[src/asf_consts.vh]
`ifndef ASF_CONSTS_VH
`define ASF_CONSTS_VH
// register byte addresses (word index times four)
`define ASF_OFF_STATUS      4'h0
`define ASF_OFF_CONTROL     4'h4
`define ASF_OFF_LEVEL       4'h8
// status field positions
`define ASF_BIT_CARRY       0
`define ASF_BIT_ZERO        1
`define ASF_BIT_OVERFLOW    2
`define ASF_BIT_NEGATIVE    3
`define ASF_BIT_REPEAT      4
`define ASF_BIT_PRIO_LO     5
`define ASF_BIT_PRIO_HI     7
`define ASF_BIT_HALF_CARRY  8
// writable status mask (bits 15..9 and repeat bit excluded)
`define ASF_STATUS_WMASK    16'h01EF
`define ASF_STATUS_RESET    16'h0000
// control register bit: nesting disable
`define ASF_BIT_NEST_DIS    0
// priority threshold for the msb
`define ASF_PRIO_LOW_MAX    4'h7
`endif

[src/asf_flag_calc.v]
`timescale 1ns/1ps
`include "asf_consts.vh"
module asf_flag_calc #(
  parameter W = 16
) (
  input  wire [W-1:0] i_a,
  input  wire [W-1:0] i_b,
  input  wire         i_sub,
  input  wire         i_byte,
  output wire [W-1:0] o_res,
  output wire         o_carry,
  output wire         o_half,
  output wire         o_neg,
  output wire         o_ovf,
  output wire         o_nz
);
  wire [W-1:0] b_eff;
  wire [W:0]   sum;
  wire [8:0]   sum_b;
  wire [4:0]   nib;
  wire [8:0]   lo8;
  wire         sa;
  wire         sb;
  wire         sr;
  assign b_eff = i_sub ? ~i_b : i_b;
  assign sum   = {1'b0, i_a} + {1'b0, b_eff} + {{W{1'b0}}, i_sub};
  assign sum_b = {1'b0, i_a[7:0]} + {1'b0, b_eff[7:0]} + {8'h00, i_sub};
  assign nib   = {1'b0, i_a[3:0]} + {1'b0, b_eff[3:0]} + {4'h0, i_sub};
  assign lo8   = sum_b;
  assign o_res = sum[W-1:0];
  // byte ops take flags from bit 7, word ops from bit W-1
  assign sa = i_byte ? i_a[7] : i_a[W-1];
  assign sb = i_byte ? b_eff[7] : b_eff[W-1];
  assign sr = i_byte ? sum_b[7] : sum[W-1];
  // borrow is inverted carry on subtraction
  assign o_carry = (i_byte ? sum_b[8] : sum[W]) ^ i_sub;
  assign o_half  = (i_byte ? nib[4] : lo8[8]) ^ i_sub;
  assign o_neg   = sr;
  assign o_ovf   = (sa == sb) && (sr != sa);
  assign o_nz    = i_byte ? (|sum_b[7:0]) : (|sum[W-1:0]);
endmodule // asf_flag_calc

[src/asf_prio_level.v]
`timescale 1ns/1ps
`include "asf_consts.vh"
module asf_prio_level (
  input  wire [2:0] i_low_bits,
  input  wire       i_msb,
  output wire [3:0] o_level,
  output wire       o_msb_status
);
  // msb on top of the three low bits
  assign o_level      = {i_msb, i_low_bits};
  assign o_msb_status = (o_level > `ASF_PRIO_LOW_MAX);
endmodule // asf_prio_level

[src/asf_alu_status.v]
`timescale 1ns/1ps
`include "asf_consts.vh"
// Behaviour
// - status bits 15..9 read zero, writes ignored
// - half carry from bit 3 (byte) or bit 7 (word)
// - bits 7..5 hold low three priority bits, 111 masks user interrupts
// - priority bits ignore software writes while nesting disable is one
// - priority msb joins low bits to form a 4-bit level
// - bit 4 shows repeat loop active, hardware only
// - negative flag follows result sign
// - overflow flag set on signed overflow, else cleared
// - zero flag cleared by non-zero result, kept until cleared
// - carry flag set on carry out of result msb
// - on subtraction carry and half carry mean borrow
// - priority msb reads one when level exceeds seven
module asf_alu_status #(
  parameter DATA_W = 16
) (
  input  wire              i_sys_clk,
  input  wire              i_rstn,
  input  wire [3:0]        i_avs_address,
  input  wire              i_avs_read,
  input  wire              i_avs_write,
  input  wire [31:0]       i_avs_writedata,
  input  wire [3:0]        i_avs_byteenable,
  output reg  [31:0]       o_avs_readdata,
  output wire              o_avs_waitrequest,
  input  wire              i_alu_valid,
  input  wire [DATA_W-1:0] i_alu_a,
  input  wire [DATA_W-1:0] i_alu_b,
  input  wire              i_alu_sub,
  input  wire              i_alu_byte,
  input  wire              i_alu_upd_c,
  input  wire              i_alu_upd_dc,
  input  wire              i_alu_upd_n,
  input  wire              i_alu_upd_ov,
  input  wire              i_alu_upd_z,
  input  wire              i_alu_z_sticky,
  input  wire              i_repeat_active,
  input  wire              i_prio_wr,
  input  wire [2:0]        i_prio_low_bits,
  input  wire              i_prio_msb,
  input  wire              i_nesting_disable,
  output reg  [DATA_W-1:0] o_alu_result,
  output wire [15:0]       o_alu_status,
  output wire [3:0]        o_cpu_priority_level,
  output wire              o_priority_level_msb,
  output wire              o_user_irq_masked
);
  reg              carry_r;
  reg              zero_r;
  reg              ovf_r;
  reg              neg_r;
  reg              rpt_r;
  reg  [2:0]       prio_r;
  reg              half_r;
  reg              ack_r;
  reg              nest_sw_r;
  wire [DATA_W-1:0] res;
  wire              f_c;
  wire              f_dc;
  wire              f_n;
  wire              f_ov;
  wire              f_nz;
  wire              nest_dis;
  wire              req;
  wire              wr_stat;
  wire              wr_ctrl;
  wire              lo_en;
  wire              hi_en;
  wire [15:0]       wd;
  wire              hw_z_set;

  asf_flag_calc #(
    .W (DATA_W)
  ) u_calc (
    .i_a     (i_alu_a),
    .i_b     (i_alu_b),
    .i_sub   (i_alu_sub),
    .i_byte  (i_alu_byte),
    .o_res   (res),
    .o_carry (f_c),
    .o_half  (f_dc),
    .o_neg   (f_n),
    .o_ovf   (f_ov),
    .o_nz    (f_nz)
  );

  asf_prio_level u_prio (
    .i_low_bits   (prio_r),
    .i_msb        (i_prio_msb),
    .o_level      (o_cpu_priority_level),
    .o_msb_status (o_priority_level_msb)
  );

  // one wait cycle, answer on the second edge
  assign req               = i_avs_read | i_avs_write;
  assign o_avs_waitrequest = req & ~ack_r;
  assign wr_stat = i_avs_write & ack_r & (i_avs_address == `ASF_OFF_STATUS);
  assign wr_ctrl = i_avs_write & ack_r & (i_avs_address == `ASF_OFF_CONTROL);
  assign lo_en   = i_avs_byteenable[0];
  assign hi_en   = i_avs_byteenable[1];
  assign wd      = i_avs_writedata[15:0] & `ASF_STATUS_WMASK;
  assign nest_dis = i_nesting_disable | nest_sw_r;
  assign hw_z_set = ~i_alu_z_sticky;

  assign o_alu_status = {7'h00, half_r, prio_r, rpt_r,
                         neg_r, ovf_r, zero_r, carry_r};
  assign o_user_irq_masked = (prio_r == 3'h7);

  always @(posedge i_sys_clk or negedge i_rstn) begin
    if (!i_rstn) begin
      ack_r <= 1'b0;
    end else begin
      ack_r <= req & ~ack_r;
    end
  end

  always @(posedge i_sys_clk or negedge i_rstn) begin
    if (!i_rstn) begin
      o_avs_readdata <= 32'h0000_0000;
    end else if (i_avs_read & ~ack_r) begin
      if (i_avs_address == `ASF_OFF_STATUS) begin
        o_avs_readdata <= {16'h0000, o_alu_status};
      end else if (i_avs_address == `ASF_OFF_CONTROL) begin
        o_avs_readdata <= {31'h0, nest_sw_r};
      end else if (i_avs_address == `ASF_OFF_LEVEL) begin
        o_avs_readdata <= {27'h0, o_priority_level_msb,
                           o_cpu_priority_level};
      end else begin
        o_avs_readdata <= 32'h0000_0000;
      end
    end
  end

  always @(posedge i_sys_clk or negedge i_rstn) begin
    if (!i_rstn) begin
      nest_sw_r <= 1'b0;
    end else if (wr_ctrl & lo_en) begin
      nest_sw_r <= i_avs_writedata[`ASF_BIT_NEST_DIS];
    end
  end

  always @(posedge i_sys_clk or negedge i_rstn) begin
    if (!i_rstn) begin
      o_alu_result <= {DATA_W{1'b0}};
    end else if (i_alu_valid) begin
      o_alu_result <= res;
    end
  end

  // flags: hardware update first, then software write
  always @(posedge i_sys_clk or negedge i_rstn) begin
    if (!i_rstn) begin
      carry_r <= 1'b0;
      zero_r  <= 1'b0;
      ovf_r   <= 1'b0;
      neg_r   <= 1'b0;
      rpt_r   <= 1'b0;
      prio_r  <= 3'h0;
      half_r  <= 1'b0;
    end else begin
      rpt_r <= i_repeat_active;
      if (i_alu_valid & i_alu_upd_c) begin
        carry_r <= f_c;
      end else if (wr_stat & lo_en) begin
        carry_r <= wd[`ASF_BIT_CARRY];
      end
      if (i_alu_valid & i_alu_upd_z) begin
        if (f_nz) begin
          zero_r <= 1'b0;
        end else if (hw_z_set) begin
          zero_r <= 1'b1;
        end
      end else if (wr_stat & lo_en) begin
        zero_r <= wd[`ASF_BIT_ZERO];
      end
      if (i_alu_valid & i_alu_upd_ov) begin
        ovf_r <= f_ov;
      end else if (wr_stat & lo_en) begin
        ovf_r <= wd[`ASF_BIT_OVERFLOW];
      end
      if (i_alu_valid & i_alu_upd_n) begin
        neg_r <= f_n;
      end else if (wr_stat & lo_en) begin
        neg_r <= wd[`ASF_BIT_NEGATIVE];
      end
      if (i_alu_valid & i_alu_upd_dc) begin
        half_r <= f_dc;
      end else if (wr_stat & hi_en) begin
        half_r <= wd[`ASF_BIT_HALF_CARRY];
      end
      if (i_prio_wr) begin
        prio_r <= i_prio_low_bits;
      end else if (wr_stat & lo_en & ~nest_dis) begin
        prio_r <= wd[`ASF_BIT_PRIO_HI:`ASF_BIT_PRIO_LO];
      end
    end
  end
endmodule // asf_alu_status

[config.mk]
export PLATFORM = sky130hd
export DESIGN_NAME = asf_alu_status
export DESIGN_NICKNAME = d
export VERILOG_FILES = /design/src/asf_flag_calc.v /design/src/asf_prio_level.v /design/src/asf_alu_status.v
export VERILOG_INCLUDE_DIRS = /design/src
export SDC_FILE = /design/constraint.sdc
export NUM_CORES = 1
export LEC_CHECK = 0
export CAP_MARGIN = 30
export CORE_MARGIN = 10
export CORE_UTILIZATION = 64
export CTS_CLUSTER_SIZE = 8
export DETAILED_ROUTE_END_ITERATION = 8
export DONT_BUFFER_PORTS = 1
export MAX_ROUTING_LAYER = met4
export PLACE_DENSITY = 0.88
export SKIP_CTS_REPAIR_TIMING = 1
export SKIP_LAST_GASP = 1
export SYNTH_ARGS = -nofsm -noshare
export SYNTH_HDL_FRONTEND = slang
export SYNTH_SLANG_ARGS = --single-unit
[constraint.sdc]
create_clock -name i_sys_clk -period 2.12 [get_ports i_sys_clk]
set_input_delay 0.318 -clock i_sys_clk [delete_from_list [all_inputs] [get_ports i_sys_clk]]
set_output_delay 0.318 -clock i_sys_clk [all_outputs]
set_load 0.02 [all_outputs]
# After elaboration in Yosys (flattened, before gate mapping)
# Index checks and enable logic that the tools add are counted.
[totals]
input_bits = 92
ramBits = 0
n_memories = 0
register_bits = 59
output_inout_bits = 71
latch_bits = 0
mem_bits_ro = 0
wordCells = 80
[op_classes]
add_sub_neg = 6
mul = 0
eq_ne = 6
muxes = 24
n_div = 0
reduce_logical = 11
n_lt_le_gt_ge = 1
shift = 0
bitwise = 21
[ops]
columns = ["operator", "n"]
rows = [
  ["$mux 1", 18],
  ["$add 16x16->17", 1],
  ["$add 17x1->17", 1],
  ["$mux 16", 1],
  ["$not 16->16", 1],
  ["$reduce_or 16->1", 1],
  ["$and 1x1->1", 14],
  ["$reduce_bool 2->1", 6],
  ["$mux 5", 2],
  ["$add 8x8->9", 1],
  ["$add 9x1->9", 1],
  ["$mux 9", 1],
  ["$reduce_or 8->1", 1],
  ["$mux 3", 2],
  ["$add 4x4->5", 1],
  ["$add 5x1->5", 1],
  ["$eq 4x3->1 const B", 1],
  ["$eq 4x4->1 const B", 1],
  ["$gt 4x3->1 const B", 1],
  ["$logic_not 4->1", 1],
  ["$eq 3x3->1 const B", 1],
  ["$ne 3x3->1 const B", 1],
  ["$not 1->1", 2],
  ["$or 1x1->1", 2],
  ["other kinds (5)", 6],
]

# Depth between registers and ports, before layout
[logic_depth]
word_depth = 8
ltp_mapped = 12
ltp_nobuf = 10

# By module
# Synthesis repeated with hierarchy kept, for this count alone.
[unflattened]
hier_cells = 335
hier_area_um2 = 3098.0
[modules_own_cells]
columns = ["mod", "cells_each", "seq_area_each_um2", "n_inst", "area_each_um2"]
rows = [
  ["asf_alu_status", 171, 900.9, 1, 1856.8],
  ["asf_flag_calc", 159, 0.0, 1, 1207.4],
  ["asf_prio_level", 5, 0.0, 1, 33.8],
]

# Worst setup path after synthesis
# OpenSTA, ideal clock, no wires.
[synth_path]
path_type = "input to register"
from = "input i_alu_sub"
to = "register zero_r"
stages = 12
slack_ps = -1411
n_path_buf = 2
arrival_time_ps = 3439
setup_time_ps = 92
required_ps = 2028
cell_sequence = "buf_6 buf_1 xor2_1 ha_1 a21o_1 a21o_1 a221oi_1 o31a_4 xnor2_2 or4_1 or4b_1 o31ai_2"
[synth_via]
elab_chain_len = 7
elab_cells_between_ends = 12
classes_between = "add/sub: 4; eq/ne: 1; mux: 4; reduce/logical: 3"
[synth_lines]
columns = ["element", "line_no", "source"]
rows = [
  ["from (decl)", "asf_alu_status.v:31", "input wire i_alu_sub,"],
  ["$mux 16", "asf_flag_calc.v:25", "assign b_eff = i_sub ? ~i_b : i_b;"],
  ["$add 16x16->17 / $add 8x8->9 (equally long branches)", "asf_flag_calc.v:26, asf_flag_calc.v:27", ""],
  ["$add 17x1->17 / $add 9x1->9 (equally long branches)", "asf_flag_calc.v:26, asf_flag_calc.v:27", ""],
  ["$reduce_or 16->1 / $reduce_or 8->1 (equally long branches)", "asf_flag_calc.v:40", "assign o_nz = i_byte ? (|sum_b[7:0]) : (|sum[W-1:0]);"],
  ["$mux 1 (*)", "asf_flag_calc.v:40", ""],
  ["$ne 3x3->1 (no line) / $mux 1 (equally long branches)", "n/a", ""],
  ["$reduce_and 2->1 (no line) / $mux 1 (equally long branches)", "n/a", ""],
  ["to (signal assigned)", "asf_alu_status.v:176", "zero_r <= wd[`ASF_BIT_ZERO];"],
  ["to (decl)", "asf_alu_status.v:51", "reg zero_r;"],
]
# Mark *: on every way between the ends. The rest lies on a longest branch, timed or not.
# A chain may end at the register's enable or synchronous reset.

# Worst setup path in the final report
[layout_path]
from = "input i_alu_b[0]"
to = "register zero_r"
[layout_via]
elab_chain_len = 8
elab_cells_between_ends = 13
classes_between = "add/sub: 4; eq/ne: 1; mux: 4; bitwise: 1; reduce/logical: 3"
[layout_lines]
columns = ["element", "line_no", "source"]
rows = [
  ["from (decl)", "asf_alu_status.v:30", "input wire [DATA_W-1:0] i_alu_b,"],
  ["$not 16->16", "asf_flag_calc.v:25", ""],
  ["$mux 16 (*)", "asf_flag_calc.v:25", ""],
  ["$add 16x16->17 / $add 8x8->9 (equally long branches)", "asf_flag_calc.v:26, asf_flag_calc.v:27", ""],
  ["$add 17x1->17 / $add 9x1->9 (equally long branches)", "asf_flag_calc.v:26, asf_flag_calc.v:27", ""],
  ["$reduce_or 16->1 / $reduce_or 8->1 (equally long branches)", "asf_flag_calc.v:40", ""],
  ["$mux 1 (*)", "asf_flag_calc.v:40", ""],
  ["$ne 3x3->1 (no line) / $mux 1 (equally long branches)", "n/a", ""],
  ["$reduce_and 2->1 (no line) / $mux 1 (equally long branches)", "n/a", ""],
]
# Marked as above.

==> metrics.md <==
| Metric | Value |
|---|---|
| EDFF count, synth | `0` |
| Distinct cells, synth | `50` |
| Met3 Usage GRT | `6.65%` |
| Crit path max-delay family | `simple AND/OR/NAND/NOR gates` |
| Relative slew margins | `60.3%` |
| Failing checks | `negative setup slack` |
| Via/cell ratio | `5.83` |
| Pwr Total | `2.73 mW` |
| CTS Buf Count | `5` |
| Max-cap viol count | `0` |
| WHS | `51.9 ps` |
| CP Buf/Inv Count | `0` |
| CTS max path bufs | `2` |
| Worst-Margin Slew | `596 ps` |
| Peak VDD IR | `0.405 mV` |
| Largest net degree at the start of global routing | `37` |
| Tcrit/Tclk final | `133%` |
| Startpoint types | `input port` |
| Antenna Cells | `0` |
| Fill cells | `298` |
| CTS tree | `built` |
| Most used DFF post-synth | `dfrtp_1` |
| Routability cong. | `0.927` |
| Routed Antenna Nets | `0` |
| Grt ovf | `0` |
| Arr. time, crit path | `3010 ps` |
| Worst setup EP type | `flip-flop` |
| Worst-path clk slew | `80 ps` |
| Worst skew pair latency | `290 ps` |
| #FFs+latches synth | `36` |
| Post-layout util | `77.7%` |
| Gr usage total | `19.5%` |
| Maximum clock rate | `356 MHz` |
| DR vias | `2380` |
| Cells after synthesis | `311` |
| Post-DP Area | `0.00317 mm2` |
| Initial antenna violation count | `0` |
| Final instance area | `0.00341 mm2` |
| Hold WC Path Type | `in2reg` |
| Wire per inst | `19.6 um` |
| Worst path cell trace | `mux2_4 -> fa_2 -> a21o_1 -> a21oi_2 -> xnor2_1 -> or4_1 -> nor2_1 -> nor4b_4 -> or4b_4 -> o31ai_2` |
| Max FO, Critical Path | `2` |
| R2R cell count | `6` |
| Total Wirelength | `8010 um` |
| DP Cell Count | `395` |
| Die area | `0.00764 mm2` |
| Critical Path RT | `2320 ps` |
| Grt peak-use layer | `met2` |
| Hold Crit Depth | `0` |
| Setup WS pre-CTS | `-1100 ps` |
| Layout cells sized above 1 | `29.5%` |
| Pre-antenna DRT Iters | `4` |
| Status | `finished with violations` |
| CTS root buf | `clkbuf_8` |
| Final setup viols | `7` |
| Final Hold Fails | `0` |
| H-tree level count | `2` |
| PortBufs | `0` |
| Nets | `464` |
| Post-synthesis sequential area ratio | `31.0%` |
| M1 GR Usage | `20.7%` |
| RSZ-0062 raised after global routing | `yes` |
| Die width | `87.4 um` |
| Non-filler cells, final | `408` |
| Pwr dens | `803 mW/mm2` |
| Layout area overhead | `17.2%` |
| Slowest library cell on the worst path | `or4_1` |
| Average size of a mapped cell | `9.35 um2` |
| Initial Util | `66.3%` |
| Final Max Tran Viols | `0` |
| Final period demand of the worst path | `2810 ps` |
| Iteration-0 DRC Markers | `110` |
| CTS Sinks | `36` |
| R2r startpoint | `zero_r` |
| Die H | `87.4 um` |
| Area of the core | `0.00438 mm2` |
| HP Start | `i_repeat_active` |
| R2R setup slack | `70 ps` |
| Async SR Flop Fraction | `100%` |
| Synth warn | `0` |
| Clk_skew | `6.64 ps` |
| M2 GR Usage | `33.6%` |
| First-pass GRT wire length | `11700 um` |
| Hold Path End | `rpt_r` |
| Setup TNS | `-2050 ps` |
| Type of the worst setup path | `in2reg` |
| Leakage power | `1.62 nW` |
| Post-Syn Area | `0.00291 mm2` |
| FF-to-FF End | `zero_r` |
| I/O pin cnt | `163` |
| Slowest cell delay on critical path | `510 ps` |
| Vias in the first global route | `2352` |
| Final WS setup | `-690 ps` |
| Row cnt | `24` |
| Detailed Place HPWL | `6410 um` |
| Remaining DRCs | `0` |
synthesized netlist by cell type, drive strengths merged (2+ instances only):
library cell,instances,area (um2)
nand4,4,25.0
dfrtp,36,901
nor2,18,67.6
nor3,2,10.0
or4,2,15.0
ha,16,200
o21bai,2,15.0
buf,42,315
a21oi,19,95.1
nand2,27,101
inv,3,11.3
xor2,19,166
mux2,18,206
xnor2,11,104
o21a,2,15.0
clkbuf,10,37.5
o21ai,18,101
a21o,5,37.5
a221oi,3,26.3
a211oi,3,22.5
a31oi,3,18.8
o211ai,3,22.5
mux2i,11,110
o31ai,6,50.1
nor2b,4,25.0
nand2b,2,12.5
and3,5,31.3
final cells by class:
type | count | area (um2) | share of cell area (%)
clock inverter | 2 | 10.0 | 0.294
timing repair buffer | 60 | 469 | 13.8
inverter | 3 | 11.3 | 0.331
multi-input combinational | 249 | 1870 | 54.8
clock buffer | 6 | 82.6 | 2.42
tap | 52 | 65.1 | 1.91
sequential | 36 | 901 | 26.4
registers in the layout (all words and copies together), names as in the netlist:
| signal | cells |
|---|---|
| o_alu_result | 16 |
| neg_r | 1 |
| carry_r | 1 |
| ack_r | 1 |
| half_r | 1 |
| zero_r | 1 |
| nest_sw_r | 1 |
| ovf_r | 1 |
| prio_r | 3 |
| o_avs_readdata | 9 |
| rpt_r | 1 |
cell families after synthesis:
logic type               count (synthesis)  share of synthesized area, %
AO/OA/AOI/OAI                           71                          16.5
XOR/XNOR                                30                          9.29
adder cells (fa/ha/maj)                 17                          7.57
buffers and inverters                   55                          12.5
flip-flops                              36                          31.0
multiplexers                            29                          10.9
other                                    1                         0.129
AND/OR/NAND/NOR                         72                          12.1
worst max-delay path by stage:
| stage | endpoint | slack [ps] | start | cells after the start |
|---|---|---|---|---|
| CTS | zero_r | -810 | i_alu_b[0] | 10 |
| finish | zero_r | -690 | i_alu_b[0] | 10 |
| global placement | zero_r | -970 | i_alu_b[0] | 10 |
| global route | zero_r | -760 | i_alu_b[0] | 10 |
| floorplan | zero_r | -1040 | i_alu_sub | 12 |
| detailed placement | zero_r | -1100 | i_alu_b[0] | 10 |
report_power, final:
| group | total [mW] | internal (mW) | switching (mW) |
|---|---|---|---|
| Clock | 0.504 | 0.259 | 0.245 |
| Combinational | 1.09 | 0.565 | 0.525 |
| Sequential | 1.14 | 0.830 | 0.310 |
cell usage in the layout, fill, tap and decap left out, drive strengths merged, types with 4 or more instances in the layout:
master	count
conb	30
nand2	27
dfrtp	36
clkbuf	6
o21ai	18
nand4	4
nor2b	4
mux2i	11
o31ai	6
xnor2	11
a21o	5
and3	5
nor2	18
ha	16
mux2	18
a21oi	19
xor2	19
buf	59
layer usage:
layer  part of all wire [%]  vias to the layer above
met5                      0                        -
met4                    2.8                        0
met3                     10                       21
met2                     50                      128
met1                     37                     1114
li1                       -                     1117
Note: power is estimated with default switching activity, not from simulation.
